[src/pkg/spi_pin_defs.svh]
// Offsets, field positions and reset values of the pin and clock control block
`ifndef SPI_PIN_DEFS_SVH
`define SPI_PIN_DEFS_SVH
`define IDX_PIN_CONFIG   8'h01
`define IDX_CLOCK_DIV    8'h02
`define IDX_MODE_CTRL    8'h08
`define IDX_STATUS       8'h09
`define PIN_CONFIG_RESET 8'h00
`define CLOCK_DIV_RESET  8'h00
`define MODE_CTRL_RESET  8'h00
`define PIN_CONFIG_MASK  8'h1b
`define CLOCK_DIV_MASK   8'h77
`define MODE_CTRL_MASK   8'h5a
`define BIT_FAULT_EN     4
`define BIT_SW_OE        3
`define BIT_HALT_WAIT    1
`define BIT_SW_SEL       0
`define PRE_LSB          4
`define RATE_LSB         0
`define BIT_ENABLE       6
`define BIT_MASTER       4
`define BIT_IDLE_HIGH    3
`define BIT_SEL_OE       1
`define BIT_FAULT        4
`define BIT_BUSY         1
`define BIT_SCK          0
`define DIV_LSB          16
`endif

[src/pkg/spi_pin_pkg.sv]
// Types and the divisor arithmetic shared by the pin and clock control block
package spi_pin_pkg;
  typedef logic [11:0] divisor_t;
  typedef enum logic {gen_idle, gen_run} gen_state_t;
  // Divisor from preselect and rate select, 2 up to 2048
  function automatic divisor_t calc_divisor(input logic [2:0] pre, input logic [2:0] rate);
    logic [3:0] pre_p1;
    logic [3:0] rate_p1;
    pre_p1  = {1'b0, pre} + 4'h1;
    rate_p1 = {1'b0, rate} + 4'h1;
    return divisor_t'({8'h00, pre_p1} << rate_p1);
  endfunction
endpackage

[src/pkg/baud_if.sv]
// Link between the control registers and the serial clock generator
`timescale 1ns/1ps
interface baud_if;
  logic [2:0] preselect;   // Divisor preselect code
  logic [2:0] rate_select; // Divisor exponent code
  logic       run;         // Generate clock edges
  logic       idle_high;   // Idle level of the clock
  logic       sck;         // Generated serial clock
  logic       toggle;      // Pulse on each clock edge
  modport gen (input preselect, input rate_select, input run, input idle_high, output sck, output toggle);
  modport ctl (output preselect, output rate_select, output run, output idle_high, input sck, input toggle);
endinterface

[src/logic/clock_divider_gen.sv]
// Serial clock generator dividing the bus clock by the programmed divisor
`timescale 1ns/1ps
module clock_divider_gen (
  input wire logic pclk,
  input wire logic presetn,
  baud_if.gen      bi
);
  spi_pin_pkg::gen_state_t state;   // Idle or toggling
  spi_pin_pkg::divisor_t   divisor; // Current divisor
  logic [10:0]             half;    // Bus cycles per clock phase
  logic [10:0]             cnt;     // Cycles spent in this phase

  // Half the divisor, at least one cycle
  always_comb begin
    divisor = spi_pin_pkg::calc_divisor(bi.preselect, bi.rate_select);
    half    = divisor[11:1];
  end

  // Run or rest
  always_ff @(posedge pclk or negedge presetn) begin
    if (!presetn) begin
      state <= spi_pin_pkg::gen_idle;
    end else begin
      case (state)
        spi_pin_pkg::gen_idle: if (bi.run) state <= spi_pin_pkg::gen_run;
        spi_pin_pkg::gen_run:  if (!bi.run) state <= spi_pin_pkg::gen_idle;
        default:               state <= spi_pin_pkg::gen_idle;
      endcase
    end
  end

  // Phase counter and clock level
  always_ff @(posedge pclk or negedge presetn) begin
    if (!presetn) begin
      cnt    <= 11'h000;
      bi.sck <= 1'b0;
      bi.toggle <= 1'b0;
    end else if (state != spi_pin_pkg::gen_run || !bi.run) begin
      // Parked at idle level, phase restarts cleanly
      cnt       <= 11'h000;
      bi.sck    <= bi.idle_high;
      bi.toggle <= 1'b0;
    end else if (cnt == half - 11'h001) begin
      cnt       <= 11'h000;
      bi.sck    <= ~bi.sck;
      bi.toggle <= 1'b1;
    end else begin
      cnt       <= cnt + 11'h001;
      bi.toggle <= 1'b0;
    end
  end
endmodule // clock_divider_gen

[src/logic/pin_direction_map.sv]
// Direction and data routing of the data pins for two-pin and single-wire modes
`timescale 1ns/1ps
module pin_direction_map (
  input  wire logic enable,
  input  wire logic master,
  input  wire logic single_wire_select,
  input  wire logic single_wire_output_enable,
  input  wire logic selected,
  input  wire logic mosi_sync,
  input  wire logic miso_sync,
  output logic      mosi_oe,
  output logic      miso_oe,
  output logic      rx_src
);
  // Pin roles per mode
  always_comb begin
    mosi_oe = 1'b0;
    miso_oe = 1'b0;
    rx_src  = 1'b0;
    if (!enable) begin
      // Disabled block leaves every pin alone
      rx_src = 1'b0;
    end else if (!single_wire_select) begin
      // Two-pin mode, output enable ignored
      mosi_oe = master;
      miso_oe = !master && selected;
      rx_src  = master ? miso_sync : mosi_sync;
    end else if (master) begin
      // MISO unused, MOSI in or in/out
      mosi_oe = single_wire_output_enable;
      rx_src  = mosi_sync;
    end else begin
      // MOSI unused, MISO in or in/out
      miso_oe = single_wire_output_enable && selected;
      rx_src  = miso_sync;
    end
  end
endmodule // pin_direction_map

[src/logic/spi_pin_ctrl.sv]
// Top of the pin configuration and baud generator block with its APB slave
`timescale 1ns/1ps
`include "spi_pin_defs.svh"
module spi_pin_ctrl (
  input  wire logic        pclk,
  input  wire logic        presetn,
  input  wire logic        psel,
  input  wire logic        penable,
  input  wire logic        pwrite,
  input  wire logic [11:0] paddr,
  input  wire logic [31:0] pwdata,
  output logic             pready,
  output logic [31:0]      prdata,
  output logic             pslverr,
  input  wire logic        xfer_active,
  input  wire logic        wait_mode,
  input  wire logic        tx_bit,
  output logic             rx_bit,
  output logic             master_mode,
  output logic             abort_idle,
  output logic             sck_edge,
  output logic             select_n,
  input  wire logic        ss_in,
  output logic             ss_out,
  output logic             ss_oe,
  input  wire logic        mosi_in,
  output logic             mosi_out,
  output logic             mosi_oe,
  input  wire logic        miso_in,
  output logic             miso_out,
  output logic             miso_oe,
  output logic             sck_out,
  output logic             sck_oe
);
  // Software-visible registers
  logic [7:0]  pin_config_control;   // Pin mode register
  logic [7:0]  clock_divider_select; // Divisor code register
  logic [7:0]  mode_control;         // Enable, master, idle level, select drive
  logic        fault_flag;           // Sticky competing-master fault

  // Named fields
  logic        fault_detect_enable;
  logic        single_wire_output_enable;
  logic        halt_in_wait;
  logic        single_wire_select;
  logic        select_output_enable;
  logic        block_enable;
  logic        idle_high;

  // APB decode
  logic        setup_phase;  // First cycle of a transfer
  logic        wr_access;    // Write taking effect this edge
  logic [7:0]  word_index;   // Register index from byte address
  logic        addr_ok;      // Address is a mapped register
  logic [7:0]  wbyte;        // Low write byte
  logic [31:0] next_rdata;   // Read value chosen in setup

  // Pin synchronisers: ss, mosi, miso
  logic [2:0]  sync1;        // First stage, read only by sync2
  logic [2:0]  sync2;
  logic [2:0]  sync3;
  logic [2:0]  pin_filt;     // Accepted levels

  // Abort and fault detection
  logic        next_abort;   // Configuration change in master
  logic        fault_event;  // Select pulled low by another master
  logic        fault_clear;  // Software write-one-to-clear
  logic        ss_is_output;
  logic        ss_is_fault_input;
  logic        rx_src;
  logic        data_oe_mosi;
  logic        data_oe_miso;

  baud_if bi ();

  assign fault_detect_enable       = pin_config_control[`BIT_FAULT_EN];
  assign single_wire_output_enable = pin_config_control[`BIT_SW_OE];
  assign halt_in_wait              = pin_config_control[`BIT_HALT_WAIT];
  assign single_wire_select        = pin_config_control[`BIT_SW_SEL];
  assign block_enable              = mode_control[`BIT_ENABLE];
  assign master_mode               = mode_control[`BIT_MASTER];
  assign idle_high                 = mode_control[`BIT_IDLE_HIGH];
  assign select_output_enable      = mode_control[`BIT_SEL_OE];

  // Bus side: no wait state; read data leave a flip-flop loaded in setup
  assign setup_phase = psel && !penable;
  assign wr_access   = psel && penable && pwrite;
  assign pready      = psel && penable;
  assign word_index  = paddr[9:2];
  assign addr_ok     = (paddr[1:0] == 2'b00) && (paddr[11:10] == 2'b00) &&
                       (word_index == `IDX_PIN_CONFIG || word_index == `IDX_CLOCK_DIV ||
                        word_index == `IDX_MODE_CTRL  || word_index == `IDX_STATUS);
  assign wbyte       = pwdata[7:0];

  // Read value, reserved bits read zero
  always_comb begin
    next_rdata = 32'h0000_0000;
    case (word_index)
      `IDX_PIN_CONFIG: next_rdata[7:0] = pin_config_control;
      `IDX_CLOCK_DIV:  next_rdata[7:0] = clock_divider_select;
      `IDX_MODE_CTRL:  next_rdata[7:0] = mode_control;
      `IDX_STATUS: begin
        next_rdata[`BIT_FAULT] = fault_flag;
        next_rdata[`BIT_BUSY]  = bi.run;
        next_rdata[`BIT_SCK]   = bi.sck;
        next_rdata[`DIV_LSB +: 12] = spi_pin_pkg::calc_divisor(
          clock_divider_select[`PRE_LSB +: 3], clock_divider_select[`RATE_LSB +: 3]);
      end
      default:         next_rdata = 32'h0000_0000;
    endcase
  end

  // Read data and error captured in the setup cycle
  always_ff @(posedge pclk or negedge presetn) begin
    if (!presetn) begin
      prdata  <= 32'h0000_0000;
      pslverr <= 1'b0;
    end else if (setup_phase) begin
      prdata  <= addr_ok && !pwrite ? next_rdata : 32'h0000_0000;
      pslverr <= !addr_ok;
    end
  end

  // Pin configuration register, reserved bits dropped
  always_ff @(posedge pclk or negedge presetn) begin
    if (!presetn) begin
      pin_config_control <= `PIN_CONFIG_RESET;
    end else if (wr_access && addr_ok && word_index == `IDX_PIN_CONFIG) begin
      pin_config_control <= wbyte & `PIN_CONFIG_MASK;
    end
  end

  // Divisor code register, reserved bits dropped
  always_ff @(posedge pclk or negedge presetn) begin
    if (!presetn) begin
      clock_divider_select <= `CLOCK_DIV_RESET;
    end else if (wr_access && addr_ok && word_index == `IDX_CLOCK_DIV) begin
      clock_divider_select <= wbyte & `CLOCK_DIV_MASK;
    end
  end

  // Mode register; a fault drops the block back to slave
  always_ff @(posedge pclk or negedge presetn) begin
    if (!presetn) begin
      mode_control <= `MODE_CTRL_RESET;
    end else if (fault_event) begin
      // Fault wins over a same-cycle write of the master bit
      mode_control[`BIT_MASTER] <= 1'b0;
    end else if (wr_access && addr_ok && word_index == `IDX_MODE_CTRL) begin
      mode_control <= wbyte & `MODE_CTRL_MASK;
    end
  end

  // Three-stage synchronisers; a level counts when stages two and three agree
  always_ff @(posedge pclk or negedge presetn) begin
    if (!presetn) begin
      sync1    <= 3'h7;
      sync2    <= 3'h7;
      sync3    <= 3'h7;
      pin_filt <= 3'h7;
    end else begin
      sync1    <= {ss_in, mosi_in, miso_in};
      sync2    <= sync1;
      sync3    <= sync2;
      pin_filt <= (sync2 & ~(sync2 ^ sync3)) | (pin_filt & (sync2 ^ sync3));
    end
  end

  // Select pin role per mode and enables
  always_comb begin
    ss_is_output      = block_enable && master_mode && fault_detect_enable &&
                        select_output_enable;
    ss_is_fault_input = block_enable && master_mode && fault_detect_enable &&
                        !select_output_enable;
  end

  // Slave select seen by slave logic; master never listens without detect
  assign select_n = (block_enable && !master_mode) ? pin_filt[2] : 1'b1;

  // Competing master pulling select low
  assign fault_event = ss_is_fault_input && !pin_filt[2];

  // Status write with bit set clears the fault
  assign fault_clear = wr_access && addr_ok && word_index == `IDX_STATUS && wbyte[`BIT_FAULT];

  // Sticky fault; a new fault beats a same-cycle clear
  always_ff @(posedge pclk or negedge presetn) begin
    if (!presetn) begin
      fault_flag <= 1'b0;
    end else if (fault_event) begin
      fault_flag <= 1'b1;
    end else if (fault_clear) begin
      fault_flag <= 1'b0;
    end
  end

  // Configuration changes that throw a master back to idle
  always_comb begin
    next_abort = 1'b0;
    if (wr_access && addr_ok && master_mode) begin
      case (word_index)
        `IDX_PIN_CONFIG: begin
          if (wbyte[`BIT_FAULT_EN] != fault_detect_enable ||
              wbyte[`BIT_SW_SEL] != single_wire_select) begin
            next_abort = 1'b1;
          end
          if (single_wire_select && wbyte[`BIT_SW_OE] != single_wire_output_enable) begin
            next_abort = 1'b1;
          end
        end
        `IDX_CLOCK_DIV: begin
          if ((wbyte & `CLOCK_DIV_MASK) != clock_divider_select) begin
            next_abort = 1'b1;
          end
        end
        `IDX_MODE_CTRL: begin
          // Idle level, select drive and mode changes also restart
          if ((wbyte & `MODE_CTRL_MASK) != mode_control) begin
            next_abort = 1'b1;
          end
        end
        default: next_abort = 1'b0;
      endcase
    end
  end

  // Abort pulse to the shifter; a fault also forces idle
  always_ff @(posedge pclk or negedge presetn) begin
    if (!presetn) begin
      abort_idle <= 1'b0;
    end else begin
      abort_idle <= next_abort || (fault_event && xfer_active);
    end
  end

  // Generator inputs; clock stops in wait only when asked
  assign bi.preselect   = clock_divider_select[`PRE_LSB +: 3];
  assign bi.rate_select = clock_divider_select[`RATE_LSB +: 3];
  assign bi.idle_high   = idle_high;
  assign bi.run         = block_enable && master_mode && xfer_active && !abort_idle &&
                          !(halt_in_wait && wait_mode);

  clock_divider_gen u_gen (
    .pclk    (pclk),
    .presetn (presetn),
    .bi      (bi)
  );

  pin_direction_map u_map (
    .enable                    (block_enable),
    .master                    (master_mode),
    .single_wire_select        (single_wire_select),
    .single_wire_output_enable (single_wire_output_enable),
    .selected                  (!pin_filt[2]),
    .mosi_sync                 (pin_filt[1]),
    .miso_sync                 (pin_filt[0]),
    .mosi_oe                   (data_oe_mosi),
    .miso_oe                   (data_oe_miso),
    .rx_src                    (rx_src)
  );

  // Pin outputs from flip-flops; enables follow the mode map
  always_ff @(posedge pclk or negedge presetn) begin
    if (!presetn) begin
      mosi_out <= 1'b0;
      miso_out <= 1'b0;
      mosi_oe  <= 1'b0;
      miso_oe  <= 1'b0;
      ss_out   <= 1'b1;
      ss_oe    <= 1'b0;
      sck_out  <= 1'b0;
      sck_oe   <= 1'b0;
      rx_bit   <= 1'b0;
      sck_edge <= 1'b0;
    end else begin
      mosi_out <= tx_bit;
      miso_out <= tx_bit;
      mosi_oe  <= data_oe_mosi;
      miso_oe  <= data_oe_miso;
      // Select low during each transfer, high when idle
      ss_out   <= !(xfer_active && !abort_idle);
      ss_oe    <= ss_is_output;
      sck_out  <= bi.sck;
      sck_oe   <= block_enable && master_mode;
      rx_bit   <= rx_src;
      sck_edge <= bi.toggle;
    end
  end
endmodule // spi_pin_ctrl

[config.mk]
export PLATFORM = sky130hd
export DESIGN_NAME = spi_pin_ctrl
export DESIGN_NICKNAME = d
export VERILOG_FILES = /design/src/pkg/spi_pin_pkg.sv /design/src/pkg/baud_if.sv /design/src/logic/clock_divider_gen.sv /design/src/logic/pin_direction_map.sv /design/src/logic/spi_pin_ctrl.sv
export VERILOG_INCLUDE_DIRS = /design/src /design/src/pkg
export SDC_FILE = /design/constraint.sdc
export NUM_CORES = 1
export LEC_CHECK = 0
export BUFFER_PORTS_ARGS = -buffer_cell sky130_fd_sc_hd__buf_2
export CAP_MARGIN = 5
export CORE_MARGIN = 1.5
export CORE_UTILIZATION = 35
export CTS_CLUSTER_DIAMETER = 80
export DETAILED_ROUTE_END_ITERATION = 10
export GPL_TIMING_DRIVEN = 0
export PLACE_DENSITY = 0.54
export SLEW_MARGIN = 20
export SYNTH_ARGS = -nofsm -noshare
export SYNTH_HDL_FRONTEND = slang
export SYNTH_HIERARCHICAL = 1
export SYNTH_SLANG_ARGS = --single-unit
export TNS_END_PERCENT = 50
[constraint.sdc]
create_clock -name pclk -period 3.35 [get_ports pclk]
set_input_delay 0.1675 -clock pclk [delete_from_list [all_inputs] [get_ports pclk]]
set_output_delay 0.1675 -clock pclk [all_outputs]
set_load 0.02 [all_outputs]
==> results_dict.tcl <==
set metrics [dict create \
    outcome "complete, but fails checks" \
    violated_checks "negative setup slack" \
    hold_violations 0 \
    first_pass_grt_wire_length_mm 17.6 \
    post-synth-top-count-cell "dfrtp_1" \
    initialDrtViolationCount 131 \
    hpwl_mm 7.72 \
    min_period_over_period_pct 101 \
    ys_warn_count 6 \
    grtUsageTotal_pct 17.0 \
    utilization_pct 46.0 \
    ir_worst_vdd_mv 0.274 \
    slew_headroom_pct 48.7 \
    die_area_sq_um 13100 \
    seq_area_frac_synth_pct 41.2 \
    wl_per_cell_um 14.8 \
    timing.final.setup_violations 1 \
    tightest_slew_ns 0.765 \
    setup.worst_path.end "u_gen/bi.sck" \
    synth.distinct_cells 81 \
    ff2ff_path_depth 13 \
    floorplan.initialDensity_pct 36.1 \
    synth.top_cells.by_area "dfrtp_1 (33%), dfstp_2 (7.8%), nand2_1 (4.1%)" \
    synthToLayoutAreaGrowth_pct 27.4 \
    placed_cell_area_sq_um 4970 \
    synth_top_cell_by_area "dfrtp_1" \
    worstSkewPairLatency_ns 0.34 \
    synth_edf_count 0 \
    place_congestion 0.813 \
    list_of_cells_traversed_by_the_critical_path "ha_4 -> or3b_4 -> o211ai_1 -> nand2_1 -> ha_4 -> and2_4 -> o2111ai_4 -> nand2b_4 -> a211oi_2 -> a31oi_1 -> or4_4 -> or3_4 -> a41oi_2" \
    fillCellCount 1196 \
    ys_top_cells_by_count "dfrtp_1 (58), nand2_1 (48), nor2_1 (29)" \
    drc 0 \
    postSynthCellCount 446 \
    critical_path_arrival_ns 3.65 \
    dominantRegCellSynth "dfrtp_1" \
    first_global_vias 3527 \
    die_x_um 115 \
    fmax_mhz 294 \
    wl_mm 10.7 \
    antennaDiodeCount 0 \
    finalNetCount 610 \
    detailedRoute.firstPassIterationCount 4 \
    postLayoutCellArea_sq_um 5550 \
    die_h_um 115 \
    grt_antenna_before_repair 0 \
    period_needed_ns 3.40 \
    timing.setup.tns_ns -0.0485 \
    syn_area_per_cell_sq_um 9.77 \
    post-layout-total-power_mw 1.97 \
    cts-htree-levels 3 \
    critical-path-slowest-cell "or4_4" \
    critical_path.reg2reg.endpoint "u_gen/bi.sck" \
    worst_path_largest_cell_delay_ns 0.52 \
    grt_start_max_net_pins 49 \
    tritoncts_clock_tree "yes" \
    critical_path.startpoint "clock_divider_select[0]" \
    layout-drive-gt1-share_pct 34.5 \
    pin_count 102 \
    ys_seq_elements 71 \
    hold_class "primary input to flip-flop" \
    setup_ws_ns -0.0485 \
    timing.max_cap.violations 0 \
    largest_delay_contributor_family_on_the_critical_path "simple AND/OR/NAND/NOR gates" \
    cts-root-to-sink-buffers 2 \
    regToRegSetupSlack_ns -0.05 \
    power-per-cell-area_nw_per_um2 355 \
    worstPathRequired_ns 3.60 \
    skew_ns 0.00694 \
    grt_setup_unrepaired "true" \
    final_max_slew_viol_count 0 \
    regToRegStartpoint "clock_divider_select[0]" \
    clockRootBuffer "clkbuf_16" \
    worst-path-stages 13 \
    setup.worst_path.class "flip-flop to flip-flop" \
    postRouteAntennaNets 0 \
    cp-start-kind "flip-flop" \
    cts_inserted_buffers 9 \
    cts.sinks 71 \
    synth.cell_area_sq_um 4360 \
    seq_area_sq_um 1800 \
    timing.critical_path.fanout_max 8 \
    area_of_the_multi_input_gates_sq_um 2520 \
    row_count 40 \
    critPathBufInv 0 \
    endpoint_kind "flip-flop" \
    globalRouteOverflowTotal 0 \
    share_of_synthesized_registers_carrying_an_async_set_or_reset_pct 100 \
    route.detailed.vias_per_inst 5.05 \
    critPathMostFrequentCell "ha_4" \
    place_ws_ns -0.341 \
    worst_setup_hold_path_clk_slew_ns 0.06 \
    synthDominantCellAreaShare_pct 33.3 \
    leakage_nw 2.47 \
    placeableCoreArea_sq_um 12100 \
    route.vias.total 3645 \
    port_buffers 61 \
]
sequential cells by signal (all words and copies together) (netlist names), 3 cells and up, named ones only:
name,cells
prdata,19
u_gen/cnt,11
clock_divider_select,6
mode_control,4
pin_config_control,4
sync1,3
sync2,3
sync3,3
area by class of cell:
| class | count | area share (%) |
|---|---|---|
| buffer | 33 | 3.54 |
| sequential | 71 | 32.4 |
| clock buffer | 11 | 4.76 |
| clock inverter | 5 | 0.676 |
| inverter | 10 | 0.676 |
| multi-input combinational | 344 | 45.4 |
| tap | 168 | 3.79 |
| timing repair buffer | 80 | 8.77 |
cell usage in the layout, fill, tap and decap left out, types with 5 or more instances in the layout:
cell type	Yosys	routed
dfrtp_1	58	54
dlygate4sd3_1	0	5
nand2b_1	9	8
clkbuf_16	0	10
nor2_1	29	29
xnor2_1	16	16
o21ai_0	19	18
nor3_1	11	10
nand3_1	19	19
dfstp_2	13	13
conb_1	1	13
buf_4	15	29
mux2_2	11	11
xor2_1	20	20
nand4_1	7	7
buf_2	6	64
a32o_1	7	7
nor2b_1	6	5
nand2_1	48	48
inv_1	10	10
clkbuf_1	12	12
a21oi_1	12	12
worst register-to-register path, stage by stage, from the launching register on:
cell and delay [ns]:
dfrtp_2 0.43, ha_4 0.29, or3b_4 0.37, o211ai_1 0.15
nand2_1 0.14, ha_4 0.19, and2_4 0.15, o2111ai_4 0.21
nand2b_4 0.07, a211oi_2 0.16, a31oi_1 0.07, or4_4 0.52
or3_4 0.40, a41oi_2 0.16
worst min path at each step:
| stage | startpoint | endpoint | slack, ns | depth (start not counted) |
|---|---|---|---|---|
| 2_1_floorplan | presetn | abort_idle | -0.13 | 0 |
| 3_3_place_gp | mosi_in | sync1[1] | 0.27 | 1 |
| 6_report | xfer_active | ss_out | 0.02 | 2 |
| 4_1_cts | xfer_active | ss_out | 0.009 | 2 |
| 3_5_place_dp | presetn | fault_flag | 0.09 | 1 |
| 5_1_grt | xfer_active | ss_out | 0.03 | 2 |
power breakdown:
part	internal, mW	total [mW]	switching (mW)
Sequential	0.876	0.882	0.00605
Combinational	0.0522	0.130	0.0778
Clock	0.571	0.956	0.385
Total	1.50	1.97	0.469
cells by family (layout without fill, tap and decap cells):
logic type / after synthesis / after routing / synth area share, %
simple gates: 172 / 172 / 22.1
compound gates: 96 / 96 / 16.7
flops: 71 / 71 / 41.2
buf+inv: 43 / 139 / 5.17
xor+xnor: 37 / 37 / 7.87
mux: 17 / 17 / 4.45
fa+ha+maj: 9 / 9 / 2.41
other cells: 1 / 13 / 0.0861
layer usage:
| metal | share of wire [%] | GRT usage (%) | wire [um] | vias to the layer above |
|---|---|---|---|---|
| met5 | 0 | 0 | 0 | - |
| met4 | 1.0 | 4.58 | 107 | 0 |
| met3 | 3.3 | 3.92 | 350 | 9 |
| met2 | 49 | 28.0 | 5190 | 63 |
| met1 | 47 | 22.6 | 5040 | 1775 |
| li1 | - | - | - | 1798 |
what timing repair did:
action,4_1_cts,5_1_grt
setup buffers,8,5
endpoints found under the setup margin,13,13
hold endpoints to repair,14,0
pin swaps,9,5
hold buffers,5,0
resized for setup,14,13
per-stage QoR:
step	hold WS, ns	instances
floorplan	-0.128	458
global placement	0.273	687
detailed placement	0.0886	688
CTS	0.00863	717
global route	0.0278	722
finish	0.0212	722
(Power assumes the default switching activity.)
